<file path="config.mk">
export PLATFORM = sky130hd
export DESIGN_NAME = drcr_top
export DESIGN_NICKNAME = d
export VERILOG_FILES = /design/src/drcr_pkg.sv /design/src/drcr_ramp.sv /design/src/drcr_sync.sv /design/src/drcr_top.sv
export SDC_FILE = /design/constraint.sdc
export NUM_CORES = 1
export LEC_CHECK = 0
export BUFFER_PORTS_ARGS = -buffer_cell sky130_fd_sc_hd__buf_2
export CAP_MARGIN = 10
export CORE_UTILIZATION = 60
export DETAILED_ROUTE_END_ITERATION = 8
export PLACE_DENSITY_LB_ADDON = 0.1
export SLEW_MARGIN = 20
export SYNTH_ARGS = -nofsm -noshare
export SYNTH_HDL_FRONTEND = slang
export SYNTH_SLANG_ARGS = --single-unit
</file>
<file path="constraint.sdc">
create_clock -name MCLK -period 28.9 [get_ports MCLK]
set_clock_uncertainty 0.1 [all_clocks]
set_input_delay 5.78 -clock MCLK [delete_from_list [all_inputs] [get_ports MCLK]]
set_output_delay 5.78 -clock MCLK [all_outputs]
set_load 0.1 [all_outputs]
</file>
<file path="src/drcr_pkg.sv">
`default_nettype none
// ==========================================================
// shared constants of the run command and ramp block
package drcr_pkg;
  // frequency in 0.1 Hz steps, ramp times as raw unit counts
  localparam int FW = 12;
  localparam int TW = 16;
  localparam int CW = 48;
  // register byte offsets
  localparam logic [7:0] A_CTRL   = 8'h00;
  localparam logic [7:0] A_ACC    = 8'h04;
  localparam logic [7:0] A_DEC    = 8'h08;
  localparam logic [7:0] A_MAXF   = 8'h0c;
  localparam logic [7:0] A_TARGET = 8'h10;
  localparam logic [7:0] A_STATUS = 8'h14;
  // control field positions
  localparam int C_SRC = 0;
  localparam int C_DIR = 2;
  localparam int C_INH = 3;
  localparam int C_IN1 = 5;
  localparam int C_IN2 = 10;
  localparam int C_PON = 15;
  localparam int C_FRS = 16;
  localparam int C_REF = 17;
  localparam int C_RES = 18;
  // reset values and write limits
  localparam logic [1:0]    SRC_RST  = 2'h1;
  localparam logic [4:0]    IN1_RST  = 5'h00;
  localparam logic [4:0]    IN2_RST  = 5'h01;
  localparam logic [1:0]    RES_RST  = 2'h1;
  localparam logic [TW-1:0] ACC_RST  = 16'h0032;
  localparam logic [TW-1:0] DEC_RST  = 16'h0064;
  localparam logic [FW-1:0] MAXF_RST = 12'h258;
  localparam logic [FW-1:0] MAXF_MAX = 12'hfa0;
  localparam logic [TW-1:0] TIME_MAX = 16'hea60;
  // run sources, inhibit codes, terminal functions, ramp time resolutions
  localparam logic [1:0] SRC_KEY  = 2'h0;
  localparam logic [1:0] SRC_TWO  = 2'h1;
  localparam logic [1:0] SRC_DIR  = 2'h2;
  localparam logic [1:0] INH_FWD  = 2'h1;
  localparam logic [1:0] INH_REV  = 2'h2;
  localparam logic [4:0] FUNC_FWD = 5'h00;
  localparam logic [4:0] FUNC_REV = 5'h01;
  localparam logic [1:0] RES_10MS = 2'h0;
  localparam logic [1:0] RES_100MS = 2'h1;
  // timing: base time unit 0.01 s at 125 MHz
  localparam int CLK_MHZ  = 125;
  localparam int UNIT_US  = 10000;
  localparam int UNIT_CYC = CLK_MHZ * UNIT_US;
  // run state
  typedef enum logic [1:0] {
    RS_IDLE  = 2'b00,
    RS_RUN   = 2'b01,
    RS_FAULT = 2'b10
  } drcr_run_t;
endpackage : drcr_pkg
`default_nettype wire

</file>
<file path="src/drcr_ramp.sv">
`timescale 1ns/1ps
`default_nettype none
// ==========================================================
// fixed rate ramp: span steps spread over total cycles
module drcr_ramp #(
  parameter int FW = 12,
  parameter int CW = 48
) (
  // clock and reset
  input  wire logic          MCLK,
  input  wire logic          RST_N,
  // ramp control
  input  wire logic [FW-1:0] SP,
  input  wire logic [FW-1:0] SPAN,
  input  wire logic [CW-1:0] TOTAL,
  input  wire logic          RESTART,
  input  wire logic          ZERO,
  // present output frequency
  output logic      [FW-1:0] FREQ
);
  typedef struct packed {
    logic [FW-1:0] freq;
    logic [CW-1:0] acc;
  } drcr_ramp_t;

  drcr_ramp_t st_ff;
  drcr_ramp_t nxt_st;
  logic [CW-1:0] sum;
  logic [CW-1:0] span_w;

  // dda: one step each time the sum passes total
  always_comb
  begin
    nxt_st = st_ff;
    span_w = CW'(SPAN);
    sum    = st_ff.acc + span_w;
    if (ZERO)
    begin
      nxt_st.freq = '0;
      nxt_st.acc  = '0;
    end
    else if (RESTART || st_ff.freq == SP)
      nxt_st.acc = '0;
    else if (TOTAL == '0 || span_w > TOTAL) // zero time, or more than one step every cycle
      nxt_st.freq = SP; // too short to ramp, jump
    else if (sum >= TOTAL)
    begin
      nxt_st.acc = sum - TOTAL;
      if (SP > st_ff.freq)
        nxt_st.freq = st_ff.freq + 1'b1;
      else
        nxt_st.freq = st_ff.freq - 1'b1;
    end
    else
      nxt_st.acc = sum;
  end

  always_ff @(posedge MCLK or negedge RST_N)
  begin
    if (!RST_N)
      st_ff <= '0;
    else
      st_ff <= nxt_st;
  end

  assign FREQ = st_ff.freq;

  // ==========================================================
  // checks
  step_size_a: assert property (@(posedge MCLK) disable iff (!RST_N)
    (!ZERO && TOTAL > CW'(SPAN) && $past(TOTAL) > CW'($past(SPAN))
     && $stable(SP) && !$past(ZERO))
    |-> (FREQ - $past(FREQ) <= FW'(1) || $past(FREQ) - FREQ <= FW'(1)))
    else $error("ramp moved more than one step");
  no_overshoot_a: assert property (@(posedge MCLK) disable iff (!RST_N)
    ($past(FREQ) <= $past(SP) && $stable(SP) && !$past(ZERO))
    |-> FREQ <= SP)
    else $error("ramp passed its setpoint");
endmodule : drcr_ramp
`default_nettype wire

</file>
<file path="src/drcr_sync.sv">
`timescale 1ns/1ps
`default_nettype none
// ==========================================================
// two flop synchroniser for one pin level
module drcr_sync (
  // clock and reset
  input  wire logic MCLK,
  input  wire logic RST_N,
  // pin and clean level
  input  wire logic D,
  output logic      Q
);
  typedef struct packed {
    logic s1;
    logic s2;
  } drcr_sync_t;

  drcr_sync_t st_ff;
  drcr_sync_t nxt_st;

  // first stage feeds only the second
  always_comb
  begin
    nxt_st    = st_ff;
    nxt_st.s1 = D;
    nxt_st.s2 = st_ff.s1;
  end

  always_ff @(posedge MCLK or negedge RST_N)
  begin
    if (!RST_N)
      st_ff <= '0;
    else
      st_ff <= nxt_st;
  end

  assign Q = st_ff.s2;
endmodule : drcr_sync
`default_nettype wire

</file>
<file path="src/drcr_top.sv">
`timescale 1ns/1ps
`default_nettype none
// ==========================================================
// run command selection and ramp time control
module drcr_top #(
  parameter int unsigned UNIT_CYC = drcr_pkg::UNIT_CYC
) (
  // clock and reset
  input  wire logic        MCLK,
  input  wire logic        RST_N,
  // wishbone slave
  input  wire logic        CYC_I,
  input  wire logic        STB_I,
  input  wire logic        WE_I,
  input  wire logic [7:0]  ADR_I,
  input  wire logic [3:0]  SEL_I,
  input  wire logic [31:0] DAT_I,
  output logic      [31:0] DAT_O,
  output logic             ACK_O,
  // keypad keys and terminal pins
  input  wire logic        RUN_KEY,
  input  wire logic        HALT_KEY,
  input  wire logic        MULTIFUNCTION_INPUT_ONE,
  input  wire logic        MULTIFUNCTION_INPUT_TWO,
  input  wire logic        FAULT,
  // drive outputs
  output logic      [11:0] FREQ_OUT,
  output logic             DIR_REV,
  output logic             RUNNING
);
  typedef struct packed {
    logic                      ack;
    logic [31:0]               dat;
    logic [1:0]                src;
    logic                      dir_sel;
    logic [1:0]                inh;
    logic [4:0]                in1;
    logic [4:0]                in2;
    logic                      pon;
    logic                      frs;
    logic                      ref_sel;
    logic [1:0]                res;
    logic [drcr_pkg::TW-1:0]   acc_t;
    logic [drcr_pkg::TW-1:0]   dec_t;
    logic [drcr_pkg::FW-1:0]   maxf;
    logic [drcr_pkg::FW-1:0]   target;
    drcr_pkg::drcr_run_t       state;
    logic                      key_run;
    logic                      arm;
    logic [1:0]                pwr_cnt;
    logic                      run_d;
    logic                      halt_d;
    logic                      dir_out;
    logic [drcr_pkg::FW-1:0]   sp_d;
    logic                      up_d;
    logic [drcr_pkg::FW-1:0]   span;
  } drcr_top_t;

  drcr_top_t st_ff;
  drcr_top_t nxt_st;

  logic                    run_s;
  logic                    halt_s;
  logic                    in1_s;
  logic                    in2_s;
  logic                    fault_s;
  logic [drcr_pkg::FW-1:0] freq;
  logic                    fwd_t;
  logic                    rev_t;
  logic                    term;
  logic                    cmd;
  logic                    dir;
  logic                    allowed;
  logic                    want;
  logic [drcr_pkg::FW-1:0] tgt;
  logic [drcr_pkg::FW-1:0] sp;
  logic                    up;
  logic [drcr_pkg::TW-1:0] tsel;
  logic [31:0]             unit_mult;
  logic [drcr_pkg::CW-1:0] total;
  logic [drcr_pkg::FW-1:0] span_use;
  logic                    restart;
  logic                    req;
  logic [31:0]             rd;
  logic [31:0]             wmask;
  logic [31:0]             ctrl;
  logic [31:0]             wv;
  logic                    pwr_now;
  logic                    fault_clr;

  // ==========================================================
  // pin synchronisers
  drcr_sync u_sync_run (
    .MCLK  (MCLK),
    .RST_N (RST_N),
    .D     (RUN_KEY),
    .Q     (run_s)
  );
  drcr_sync u_sync_halt (
    .MCLK  (MCLK),
    .RST_N (RST_N),
    .D     (HALT_KEY),
    .Q     (halt_s)
  );
  drcr_sync u_sync_in1 (
    .MCLK  (MCLK),
    .RST_N (RST_N),
    .D     (MULTIFUNCTION_INPUT_ONE),
    .Q     (in1_s)
  );
  drcr_sync u_sync_in2 (
    .MCLK  (MCLK),
    .RST_N (RST_N),
    .D     (MULTIFUNCTION_INPUT_TWO),
    .Q     (in2_s)
  );
  drcr_sync u_sync_flt (
    .MCLK  (MCLK),
    .RST_N (RST_N),
    .D     (FAULT),
    .Q     (fault_s)
  );

  // ==========================================================
  // ramp engine
  drcr_ramp #(
    .FW (drcr_pkg::FW),
    .CW (drcr_pkg::CW)
  ) u_ramp (
    .MCLK    (MCLK),
    .RST_N   (RST_N),
    .SP      (sp),
    .SPAN    (span_use),
    .TOTAL   (total),
    .RESTART (restart),
    .ZERO    (fault_s),
    .FREQ    (freq)
  );

  // ==========================================================
  // register view of the control bits
  always_comb
  begin
    ctrl = '0;
    ctrl[drcr_pkg::C_SRC +: 2] = st_ff.src;
    ctrl[drcr_pkg::C_DIR]      = st_ff.dir_sel;
    ctrl[drcr_pkg::C_INH +: 2] = st_ff.inh;
    ctrl[drcr_pkg::C_IN1 +: 5] = st_ff.in1;
    ctrl[drcr_pkg::C_IN2 +: 5] = st_ff.in2;
    ctrl[drcr_pkg::C_PON]      = st_ff.pon;
    ctrl[drcr_pkg::C_FRS]      = st_ff.frs;
    ctrl[drcr_pkg::C_REF]      = st_ff.ref_sel;
    ctrl[drcr_pkg::C_RES +: 2] = st_ff.res;
  end

  // read mux and byte lane mask; unmapped reads give zero
  always_comb
  begin
    wmask = {{8{SEL_I[3]}}, {8{SEL_I[2]}}, {8{SEL_I[1]}}, {8{SEL_I[0]}}};
    rd    = '0;
    if (ADR_I == drcr_pkg::A_CTRL)
      rd = ctrl;
    else if (ADR_I == drcr_pkg::A_ACC)
      rd = 32'(st_ff.acc_t);
    else if (ADR_I == drcr_pkg::A_DEC)
      rd = 32'(st_ff.dec_t);
    else if (ADR_I == drcr_pkg::A_MAXF)
      rd = 32'(st_ff.maxf);
    else if (ADR_I == drcr_pkg::A_TARGET)
      rd = 32'(st_ff.target);
    else if (ADR_I == drcr_pkg::A_STATUS)
      rd = {16'h0000, fault_s, st_ff.state, st_ff.dir_out, freq};
  end

  // ==========================================================
  // run command decode
  always_comb
  begin
    // terminal roles follow the function codes
    fwd_t = (st_ff.in1 == drcr_pkg::FUNC_FWD) && in1_s;
    rev_t = (st_ff.in2 == drcr_pkg::FUNC_REV) && in2_s;
    term  = (st_ff.src == drcr_pkg::SRC_TWO)
         || (st_ff.src == drcr_pkg::SRC_DIR);
    case (st_ff.src)
      drcr_pkg::SRC_KEY:
      begin
        cmd = st_ff.key_run;
        dir = st_ff.dir_sel;
      end
      drcr_pkg::SRC_TWO:
      begin
        cmd = fwd_t ^ rev_t;
        dir = rev_t;
      end
      drcr_pkg::SRC_DIR:
      begin
        cmd = fwd_t;
        dir = rev_t;
      end
      default:
      begin
        cmd = 1'b0;
        dir = 1'b0;
      end
    endcase
    // direction inhibit
    allowed = !(!dir && st_ff.inh == drcr_pkg::INH_FWD)
           && !(dir && st_ff.inh == drcr_pkg::INH_REV);
    // a terminal command only counts once armed
    want = cmd && allowed && (!term || st_ff.arm)
        && st_ff.pwr_cnt == 2'h3 && !fault_s;
    tgt  = (st_ff.target > st_ff.maxf) ? st_ff.maxf : st_ff.target;
    // reversal waits at zero before the direction flips
    sp   = (want && dir == st_ff.dir_out) ? tgt : '0;
    up   = want && (sp > freq);
  end

  // ==========================================================
  // ramp timing: unit per resolution, time per direction of change
  always_comb
  begin
    if (st_ff.res == drcr_pkg::RES_10MS)
      unit_mult = UNIT_CYC;
    else if (st_ff.res == drcr_pkg::RES_100MS)
      unit_mult = 32'(UNIT_CYC * 10);
    else
      unit_mult = 32'(UNIT_CYC * 100);
    tsel     = up ? st_ff.acc_t : st_ff.dec_t;
    total    = drcr_pkg::CW'(tsel) * drcr_pkg::CW'(unit_mult);
    // full scale span, or the latched delta of this change
    span_use = st_ff.ref_sel ? st_ff.span : st_ff.maxf;
    restart  = (sp != st_ff.sp_d) || (up != st_ff.up_d);
  end

  // ==========================================================
  // next state
  always_comb
  begin
    nxt_st    = st_ff;
    req       = CYC_I && STB_I;
    wv        = DAT_I & wmask;
    pwr_now   = (st_ff.pwr_cnt == 2'h2);
    fault_clr = (st_ff.state == drcr_pkg::RS_FAULT) && !fault_s;
    // single wait state, ack dropped the cycle after
    nxt_st.ack = req && !st_ff.ack;
    if (req && !st_ff.ack)
      nxt_st.dat = rd;
    // writes land at the edge where ack is seen high
    if (req && st_ff.ack && WE_I)
    begin
      if (ADR_I == drcr_pkg::A_CTRL)
      begin
        wv = (ctrl & ~wmask) | wv;
        nxt_st.src     = wv[drcr_pkg::C_SRC +: 2];
        nxt_st.dir_sel = wv[drcr_pkg::C_DIR];
        nxt_st.inh     = wv[drcr_pkg::C_INH +: 2];
        nxt_st.in1     = wv[drcr_pkg::C_IN1 +: 5];
        nxt_st.in2     = wv[drcr_pkg::C_IN2 +: 5];
        nxt_st.pon     = wv[drcr_pkg::C_PON];
        nxt_st.frs     = wv[drcr_pkg::C_FRS];
        nxt_st.ref_sel = wv[drcr_pkg::C_REF];
        nxt_st.res     = wv[drcr_pkg::C_RES +: 2];
      end
      else if (ADR_I == drcr_pkg::A_ACC)
      begin
        wv = (32'(st_ff.acc_t) & ~wmask) | wv;
        nxt_st.acc_t = (wv > 32'(drcr_pkg::TIME_MAX))
                     ? drcr_pkg::TIME_MAX : wv[15:0];
      end
      else if (ADR_I == drcr_pkg::A_DEC)
      begin
        wv = (32'(st_ff.dec_t) & ~wmask) | wv;
        nxt_st.dec_t = (wv > 32'(drcr_pkg::TIME_MAX))
                     ? drcr_pkg::TIME_MAX : wv[15:0];
      end
      else if (ADR_I == drcr_pkg::A_MAXF)
      begin
        wv = (32'(st_ff.maxf) & ~wmask) | wv;
        nxt_st.maxf = (wv > 32'(drcr_pkg::MAXF_MAX))
                    ? drcr_pkg::MAXF_MAX : wv[11:0];
      end
      else if (ADR_I == drcr_pkg::A_TARGET)
      begin
        wv = (32'(st_ff.target) & ~wmask) | wv;
        nxt_st.target = (wv > 32'(drcr_pkg::MAXF_MAX))
                      ? drcr_pkg::MAXF_MAX : wv[11:0];
      end
    end
    // keypad keys: halt wins over run in the same cycle
    nxt_st.run_d  = run_s;
    nxt_st.halt_d = halt_s;
    if (run_s && !st_ff.run_d)
      nxt_st.key_run = 1'b1;
    if ((halt_s && !st_ff.halt_d) || st_ff.src != drcr_pkg::SRC_KEY
        || fault_s)
      nxt_st.key_run = 1'b0;
    // arming: a released terminal arms; power-up and fault clear
    // arm only when their auto option allows
    if (st_ff.pwr_cnt != 2'h3)
      nxt_st.pwr_cnt = st_ff.pwr_cnt + 2'h1;
    if (term && !cmd)
      nxt_st.arm = 1'b1;
    else if (pwr_now)
      nxt_st.arm = term && st_ff.pon;
    else if (fault_clr)
      nxt_st.arm = term && st_ff.frs;
    // run state
    case (st_ff.state)
      drcr_pkg::RS_IDLE:
        if (fault_s)
          nxt_st.state = drcr_pkg::RS_FAULT;
        else if (want)
          nxt_st.state = drcr_pkg::RS_RUN;
      drcr_pkg::RS_RUN:
        if (fault_s)
          nxt_st.state = drcr_pkg::RS_FAULT;
        else if (!want && freq == '0)
          nxt_st.state = drcr_pkg::RS_IDLE;
      drcr_pkg::RS_FAULT:
        if (!fault_s)
          nxt_st.state = drcr_pkg::RS_IDLE;
      default:
        nxt_st.state = drcr_pkg::RS_IDLE;
    endcase
    // direction only turns at standstill
    if (freq == '0 && want)
      nxt_st.dir_out = dir;
    // latch the delta of each new change
    nxt_st.sp_d = sp;
    nxt_st.up_d = up;
    if (restart)
      nxt_st.span = (sp > freq) ? sp - freq : freq - sp;
  end

  // ==========================================================
  // state register with documented reset values
  always_ff @(posedge MCLK or negedge RST_N)
  begin
    if (!RST_N)
    begin
      st_ff        <= '0;
      st_ff.src    <= drcr_pkg::SRC_RST;
      st_ff.in1    <= drcr_pkg::IN1_RST;
      st_ff.in2    <= drcr_pkg::IN2_RST;
      st_ff.res    <= drcr_pkg::RES_RST;
      st_ff.acc_t  <= drcr_pkg::ACC_RST;
      st_ff.dec_t  <= drcr_pkg::DEC_RST;
      st_ff.maxf   <= drcr_pkg::MAXF_RST;
      st_ff.state  <= drcr_pkg::RS_IDLE;
    end
    else
      st_ff <= nxt_st;
  end

  assign ACK_O    = st_ff.ack;
  assign DAT_O    = st_ff.dat;
  assign FREQ_OUT = freq;
  assign DIR_REV  = st_ff.dir_out;
  assign RUNNING  = (st_ff.state == drcr_pkg::RS_RUN);

  // ==========================================================
  // checks
  ack_pulse_a: assert property (@(posedge MCLK) disable iff (!RST_N)
    ACK_O |=> !ACK_O)
    else $error("ack held two cycles");
  src_reset_a: assert property (@(posedge MCLK) disable iff (!RST_N)
    $rose(RST_N) |-> st_ff.src == drcr_pkg::SRC_RST)
    else $error("source not one after reset");
  both_on_stop_a: assert property (@(posedge MCLK) disable iff (!RST_N)
    (st_ff.src == drcr_pkg::SRC_TWO && fwd_t && rev_t) |-> sp == '0)
    else $error("run with both terminals on");
  inhibit_fwd_a: assert property (@(posedge MCLK) disable iff (!RST_N)
    (st_ff.inh == drcr_pkg::INH_FWD && !dir) |-> !want)
    else $error("forward run while inhibited");
  inhibit_rev_a: assert property (@(posedge MCLK) disable iff (!RST_N)
    (st_ff.inh == drcr_pkg::INH_REV && dir) |-> !want)
    else $error("reverse run while inhibited");
  halt_key_a: assert property (@(posedge MCLK) disable iff (!RST_N)
    (halt_s && !st_ff.halt_d) |=> !st_ff.key_run)
    else $error("halt key did not drop the run");
  pon_keypad_a: assert property (@(posedge MCLK) disable iff (!RST_N)
    (st_ff.src == drcr_pkg::SRC_KEY && !st_ff.key_run) |-> !want)
    else $error("terminal started a keypad drive");
  fault_zero_a: assert property (@(posedge MCLK) disable iff (!RST_N)
    fault_s |=> freq == '0 && !RUNNING)
    else $error("output not zero in fault");
  dec_on_stop_a: assert property (@(posedge MCLK) disable iff (!RST_N)
    (!want && freq != '0) |-> tsel == st_ff.dec_t)
    else $error("stop not using slowdown time");
  unmapped_a: assert property (@(posedge MCLK) disable iff (!RST_N)
    (CYC_I && STB_I && !ACK_O && ADR_I > drcr_pkg::A_STATUS)
    |=> DAT_O == '0)
    else $error("unmapped read not zero");
  run_seen_c: cover property (@(posedge MCLK) disable iff (!RST_N)
    $rose(RUNNING));
  reverse_c: cover property (@(posedge MCLK) disable iff (!RST_N)
    $rose(DIR_REV));
  restart_c: cover property (@(posedge MCLK) disable iff (!RST_N)
    fault_clr && st_ff.frs && term);
endmodule : drcr_top
`default_nettype wire

</file>
[Word-level counts from Yosys, hierarchy flattened]
Index checks and enable logic that the tools add are counted.
W data, S select, Z words.
Word-level totals
  register bits after elaboration: 213
  output and inout bits: 47
  input bits: 54
Cells by class
  order comparisons: 8
  $mul: 1
  $add $sub $neg: 7
  bitwise gates (word level): 17
  muxes and demuxes: 38
  eq/ne operators: 25
  reductions and logical operators: 59
Operators by type and width (count)
  $mux W48: 3
  $mux W16: 8
  $or A32 B32 Y32: 4
  $mux W12: 10
  $and A12 B32 Y32: 2
  $and A16 B32 Y32: 2
  $gt A32 B12 Y1 const B: 2
  $gt A32 B16 Y1 const B: 2
  $mux W60: 1
  $mux W27: 2
  $add A48 B12 Y48: 1
  $ge A48 B48 Y1: 1
  $gt A12 B48 Y1: 1
  $logic_not A48 Y1: 1
  $mul A16 B32 Y48: 1
  $sub A48 B48 Y48: 1
  $and A32 B32 Y32: 1
  $not A32 Y32: 1
  $gt A12 B12 Y1: 2
  $sub A12 B12 Y12: 2
  $logic_and A1 B1 Y1: 23
  $and A20 B20 Y20: 1
  $mux W20: 1
  $or A20 B20 Y20: 1
  37 further kinds: 81

[Depth between registers and ports, before layout]
Gate-level depths: netlist of the first run.
  word-level depth: 22
  depth in mapped cells: 61

[Modules after synthesis]
A second synthesis of the first run with hierarchy kept.
Second synthesis, totals
  cell total of the unflattened synthesis: 3164
  area total of the unflattened synthesis: 27804.2 µm²
Modules (own cells, without submodules)
  drcr_top: area an instance 19243.5 µm², times used 1, cells an instance 2050
  drcr_ramp: area an instance 8310.5 µm², times used 1, cells an instance 1104
  drcr_sync: area an instance 50.0 µm², times used 5, cells an instance 2

[Worst setup path after synthesis of the first run]
OpenSTA, ideal clock, no wires.
  kind: flip-flop to flip-flop
  from: register st_ff[49] (netlist bit)
  to: register u_ramp.st_ff[32] (netlist bit)
  data arrival time: 12.992 ns
  required time: 28.668 ns
  library setup time: 0.132 ns
  cell stages (with the launch flop): 57
  period minus slack after synthesis: 13.224 ns
  setup slack: 15.676 ns
  cells stage by stage: dfstp_2 inv_1 ha_1 nand4_1 or3_1 clkbuf_1 or3b_1 o21ai_2 buf_2 mux2i_1 nand2b_1 inv_1 ha_1 clkbuf_1 nand2_1 nor4_1 nor2_4 nand4_2 (+21 left out) and3b_1 a211oi_1 xor2_1 ha_1 a21o_1 a21o_1 a21o_1 or2_2 a41oi_1 a31oi_1 a221o_1 or3_1 buf_2 buf_2 nand2_1 o31ai_1 a22oi_1 nor2_1
RTL lines
  start: declaration: line drcr_top.sv:59  | drcr_top_t st_ff;
  start signal: assignment: line drcr_top.sv:352  | st_ff <= nxt_st;
  end signal: assignment: line drcr_ramp.sv:63  | st_ff <= nxt_st;
  end: declaration: line drcr_ramp.sv:26  | drcr_ramp_t st_ff;

==> results of run 1 <==
[metal layers]
layer | vias to the layer above | routed length (µm) | share of wire
met5 | - | 12 | 0.00014
met2 | 1038 | 37600 | 0.45
met3 | 157 | 6470 | 0.078
met4 | 2 | 2350 | 0.028
met1 | 11486 | 36500 | 0.44
li1 | 10635 | - | -
[final cells by class]
class,instances,area [µm²]
multi-input cells,2338,20000
fillers,3920,16400
flip-flops and latches,201,5050
inverters,448,1680
well taps,600,751
clock buffers,34,698
repair buffers,104,569
clock inverters,10,93.8
[flip-flops by register name, summed over array words and instances (netlist names), 12 cells and up, named ones only]
name / flops
DAT_O: 20
u_ramp.st_ff: 48
st_ff: 89
u_ramp.FREQ: 12
[power breakdown]
part           internal, mW  leakage (nW)  switching [mW]
sequential            0.291          2.67         0.00954
combinational         0.106          10.6           0.196
clock                 0.178         0.397           0.127
[cell usage in the layout, fill, tap and decap left out, types with 11 or more instances in the layout]
cell type,netlist,layout
o21a_1,23,23
xor2_1,47,47
buf_4,45,16
a211o_1,12,12
or3_1,24,23
inv_1,446,446
o31ai_1,14,14
xnor2_1,84,84
o21ai_1,26,26
and3_1,24,24
o22a_1,14,14
nor4_1,19,19
fa_1,291,291
o22ai_1,11,11
nor2b_1,25,25
ha_1,240,240
a211oi_1,48,48
mux2_2,34,34
a31oi_1,23,23
nor3_1,44,44
buf_2,22,87
nand2_1,286,286
a22oi_1,15,15
and4_1,13,13
nand3_1,62,61
mux2i_1,50,50
o211ai_1,20,20
a22o_1,26,26
dfstp_2,13,13
nor2_1,225,225
clkbuf_16,0,24
a21oi_1,195,195
nand4_1,40,40
conb_1,1,12
nand2b_1,28,28
dfrtp_1,188,188
a21o_1,50,50
o21ai_0,121,121
[worst max path at each step]
stage                                   end  slack, ns  cells after the start
3_3_place_gp   u_ramp.st_ff[27]$_DFFE_PN0P_      13.12                     49
4_1_cts        u_ramp.st_ff[27]$_DFFE_PN0P_      12.85                     48
3_5_place_dp   u_ramp.st_ff[27]$_DFFE_PN0P_      12.94                     48
2_1_floorplan  u_ramp.st_ff[32]$_DFFE_PN0P_      15.68                     56
5_1_grt          u_ramp.FREQ[6]$_DFFE_PN0P_      11.88                     49
6_report         u_ramp.FREQ[4]$_DFFE_PN0P_      12.90                     49
[worst max-delay path: cells and delay by family (launching register included)]
| family | cells | cell delay [ns] |
|---|---|---|
| multiplexers | 2 | 0.39 |
| buffers and inverters | 8 | 1.61 |
| XOR/XNOR | 1 | 0.16 |
| AO/OA/AOI/OAI | 12 | 3.90 |
| adder cells (fa/ha/maj) | 11 | 5.01 |
| AND/OR/NAND/NOR | 15 | 4.09 |
| flip-flops | 1 | 0.55 |
[per-stage QoR]
stage | power, mW | worst slack (ns) | std cells | hold WS (ns)
final | 0.908 | 12.90 | 3735 | 0.250
after global placement | 0.594 | 13.12 | 3691 | 0.235
after floorplan | 0.523 | 15.68 | 3136 | 0.231
after global routing | 0.951 | 11.88 | 3735 | 0.260
after CTS | 0.907 | 12.85 | 3735 | 0.250
after detailed placement | 0.600 | 12.94 | 3691 | 0.236
[cell families (layout without fill, tap and decap cells)]
group,Yosys count,after routing,share of synthesized area
xor gates and xnor gates,131,131,0.0417
DFF,201,201,0.184
buffers and inverters,597,596,0.0895
muxes,94,94,0.0403
adders and majority gates,531,531,0.321
AOI/OAI and AO/OA,719,719,0.175
and+or+nand+nor,851,851,0.148
other,1,12,0.000136
==> run metrics, run 1 <==
layer with the highest usage=met2; failing checks=DRC; most common cell in the synthesized netlist=inv_1; Area contributors post-synth=fa_1 (21%), dfrtp_1 (17%), ha_1 (11%); Iteration-0 DRC Markers=2349; Yosys warnings=0; Crit. Startpoint=st_ff[57]$_DFFE_PN0P_; most numerous cell on the critical path=fa_1; dpl hpwl=67.9 mm; routability cong.=0.981; Hold Buf Count CTS=0; MaxCap Viol Count=0; Lkg Pwr=13.6 nW; Syn Inst Count=3125; post-synthesis cell type count=101; R2R Path End=u_ramp.FREQ[4]$_DFFE_PN0P_; crit path DAT=16.31 ns; Tot GR Track Use=0.363; Setup CP Type=reg2reg; H-tree Lvls=1; post-CTS sizing=0; pin count of the biggest net entering global routing=73; CTS tree=done; initial core utilization=0.607; Slew Limit Fails=0; fin crit period=16.00 ns; first-pass GRT wire length=132 mm; RR Startpoint=st_ff[57]$_DFFE_PN0P_; number of synthesized flops with an enable pin=0; Die Wd=216 µm; later-pin clock latency in the skew report=0.54 ns; Clock Path Buffers=3; flop2flop setup slack=12.90 ns; Hold EP=u_sync_run.Q$_DFF_PN0_; ys flop type=dfrtp_1; Cell Pwr Density=31.4 nW/µm²; final wirelength=82.9 mm; Worst IR Drop VDD=0.0592 mV; flops & latches, synth=201; Fin Setup TNS=0 ns; Yosys top cell area share=0.212; routing usage on met3=0.0550; Worst-Margin Slew=1.04 ns; Final Setup Violations=0; Crit. End Element=flip-flop; number of CTS-inserted buffers=24; critical path peak fanout=34; Placement Cell Area=28100 µm²; Post-synth top cells=inv_1 (446), fa_1 (291), nand2_1 (286), ha_1 (240), nor2_1 (225); Min-Delay Path Class=reg2reg; reg2reg path depth=49; Slowest-stage cell, CP=nand4_2; DRC=1; Hold Vio Cnt, Final=0; hold_sp=u_sync_run.nxt_st[0]$_DFF_PN0_; grt met1 use=0.527; final instance area=28900 µm²; remaining antenna violation count=0; number of diodes=0; met2 usage=0.565; IO Count=101; die area=46700 µm²; Area Growth Syn to Fin=5.08%; mean post-synth cell area=8.80 µm²; Max stage delay on crit path=0.71 ns; largest area contributor in the netlist=fa_1; Port Buf Inserts=88; grt ovf=0; initial antenna violation count=2; Syn Std Cell Area=27500 µm²; Die Ht=216 µm; CTS clk-pin slew, worst paths=0.06 ns; vias in the first global route=23353; Max Freq=62.5 MHz; Site Rows=78; Vias=23318; worst hold stages=0; setup bufs post-CTS=0; outcome=finished, violations left; Worst setup SP type=flip-flop; Final Util=0.638; nets=3702; per-cell routed wire length=22.2 µm; Synth async-reset ratio=1.00; CTS root buffer=clkbuf_16; # clock sinks=201; max_slew headroom=0.300; layout cells sized above 1=0.0810; sequential-to-total area share from yosys stat=0.184; Worst EP required=29.20 ns; TritonRoute pass-1 iters=7; unrepaired setup endpoints after global routing=no; Avg Vias per Cell=6.24; Final Cycle Share=0.554; Core Region=45300 µm²
Power figures use the tool's default switching activity.
==> inputs of run 2 (changes only) <==
- CORE_UTILIZATION: 60 -> 59
- clock period: 28.9 -> 14.4 ns (I/O delays scaled with it)
==> run metrics, run 2 (synthesized netlist as in run 1, its figures left out) <==
setup ws final=0.651 ns (-12.24 ns); Final Cycle Share=0.955 (+0.401); Hold Vio Cnt, Final=0 (unchanged); Worst EP required=14.78 ns (-14.42 ns); Core Region=45700 µm² (+0.86%); Iteration-0 DRC Markers=2330 (-0.81%); commonest non-fill, non-tap cell in the layout=inv_1; max_slew headroom=0.310 (+0.00920); dpl hpwl=69.2 mm (+1.9%); commonest non-fill, non-tap cells in the layout=inv_1 (442), fa_1 (291), nand2_1 (285); Max Freq=72.7 MHz (+16%); Cell Pwr Density=65.5 nW/µm² (+110%); CTS tree=done; outcome=complete, no violations; Max stage delay on crit path=0.56 ns (-0.15 ns); Avg Vias per Cell=6.20 (-0.74%); final instance area=29500 µm² (+2.3%); Die Wd=218 µm (+0.84%); placed cells=3739 (+1.3%); later-pin clock latency in the skew report=0.55 ns (about the same); final wirelength=84.2 mm (+1.6%); Worst-Margin Slew=1.02 ns (-0.0226 ns); # clock sinks=201 (unchanged); fin cells=3793 (+1.6%); Setup CP Type=reg2reg; remaining antenna violation count=0 (unchanged); Crit. End Element=flip-flop; IO Count=101 (unchanged); Placement Cell Area=28500 µm² (+1.3%); Lkg Pwr=14.0 nW (+2.4%); grt ovf=0 (unchanged); die area=47500 µm² (+1.7%); Port Buf Inserts=88 (unchanged); crit path DAT=14.13 ns (-2.18 ns); initial core utilization=0.602 (-0.00519); Tot GR Track Use=0.360 (-0.00278); MaxCap Viol Count=0 (unchanged); Die Ht=218 µm (+0.84%); pin count of the biggest net entering global routing=75 (+2.7%); critical path peak fanout=23 (-32%); Worst IR Drop VDD=0.114 mV (+93%); TritonRoute pass-1 iters=6 (-1); first-pass GRT wire length=132 mm (-0.22%); Area Growth Syn to Fin=7.49%; most numerous cell on the critical path=fa_1; number of CTS-inserted buffers=25 (+4.2%); Place WS=-0.133 ns (-13.07 ns); CTS root buffer=clkbuf_16; nets=3759 (+1.5%); H-tree Lvls=1 (unchanged); initial antenna violation count=0 (-2); layout cells sized above 1=0.106 (+0.0251); Worst setup SP type=flip-flop; Final Setup Violations=0 (unchanged); final hold slack=0.253 ns (+0.00253 ns); total chip power=1.93 mW (+110%); routability cong.=0.980 (-0.13%); Hold Buf Count CTS=0 (unchanged); max reg flops=89 (unchanged); Min-Delay Path Class=reg2reg; vias in the first global route=23284 (-0.30%); fin crit period=13.75 ns (-2.26 ns); Site Rows=78 (unchanged); Slew Limit Fails=0 (unchanged); Slowest-stage cell, CP=fa_1; number of diodes=0 (unchanged); per-cell routed wire length=22.2 µm (about the same); CTS clk-pin slew, worst paths=0.07 ns (about the same); Biggest register=st_ff; Fin Setup TNS=0 ns (unchanged); Clock Path Buffers=3 (unchanged); Final Util=0.647 (+0.00904); DRC=0 (-1); Vias=23504 (+0.80%)
## run 2: final cells by class
class                   count  area (µm²)
repair buffers            159         998
clock inverters            16         241
fillers                  3929       16100
inverters                 448        1680
flip-flops and latches    201        5050
multi-input cells        2339       20200
clock buffers              30         674
well taps                 600         751
## run 2: power by group
group | switching (mW) | internal [mW]
combinational | 0.406 | 0.221
sequential | 0.0175 | 0.585
clock | 0.265 | 0.441
total | 0.688 | 1.25
## run 2: what timing repair did
item                                    4_1_cts  5_1_grt
endpoints found under the setup margin       17       54
resized for setup                             6       27
buffers inserted                              0        6
cloned                                        0        1
pin swaps                                     0        4
## run 2: worst max-delay path: cells and delay by family, from the launching register on
kind	cells	cell delay, ns
muxes	1	0.38
AOI/OAI and AO/OA	18	3.92
xor gates and xnor gates	1	0.33
adders and majority gates	10	4.48
DFF	1	0.54
and+or+nand+nor	12	2.63
buffers and inverters	8	1.28
## run 2: path summary, 6_finish.rpt
check | startpoint | slack, ns | depth (start not counted) | endpoint
setup / recovery | st_ff[49]$_DFFE_PN1P_ | 0.65 | 50 | u_ramp.st_ff[25]$_DFFE_PN0P_
hold / removal | u_sync_in1.nxt_st[0]$_DFF_PN0_ | 0.25 | 0 | u_sync_in1.Q$_DFF_PN0_
setup reg to reg | st_ff[49]$_DFFE_PN1P_ | 0.65 | 50 | u_ramp.st_ff[25]$_DFFE_PN0P_
hold reg to reg | u_sync_in1.nxt_st[0]$_DFF_PN0_ | 0.25 | 0 | u_sync_in1.Q$_DFF_PN0_
max in group asynchronous | RST_N | 9.67 | 3 | u_ramp.st_ff[41]$_DFFE_PN0P_
min in group asynchronous | RST_N | 2.23 | 1 | async pin
## run 2: metal layers
layer / wire length [µm] / track usage / share of wire / vias up
li1: - / - / - / 10759
met1: 36700 / 0.518 / 0.44 / 11491
met2: 38300 / 0.562 / 0.45 / 1098
met3: 6880 / 0.0584 / 0.082 / 156
met4: 2390 / 0.0979 / 0.028 / 0
met5: 0 / 0 / 0 / -
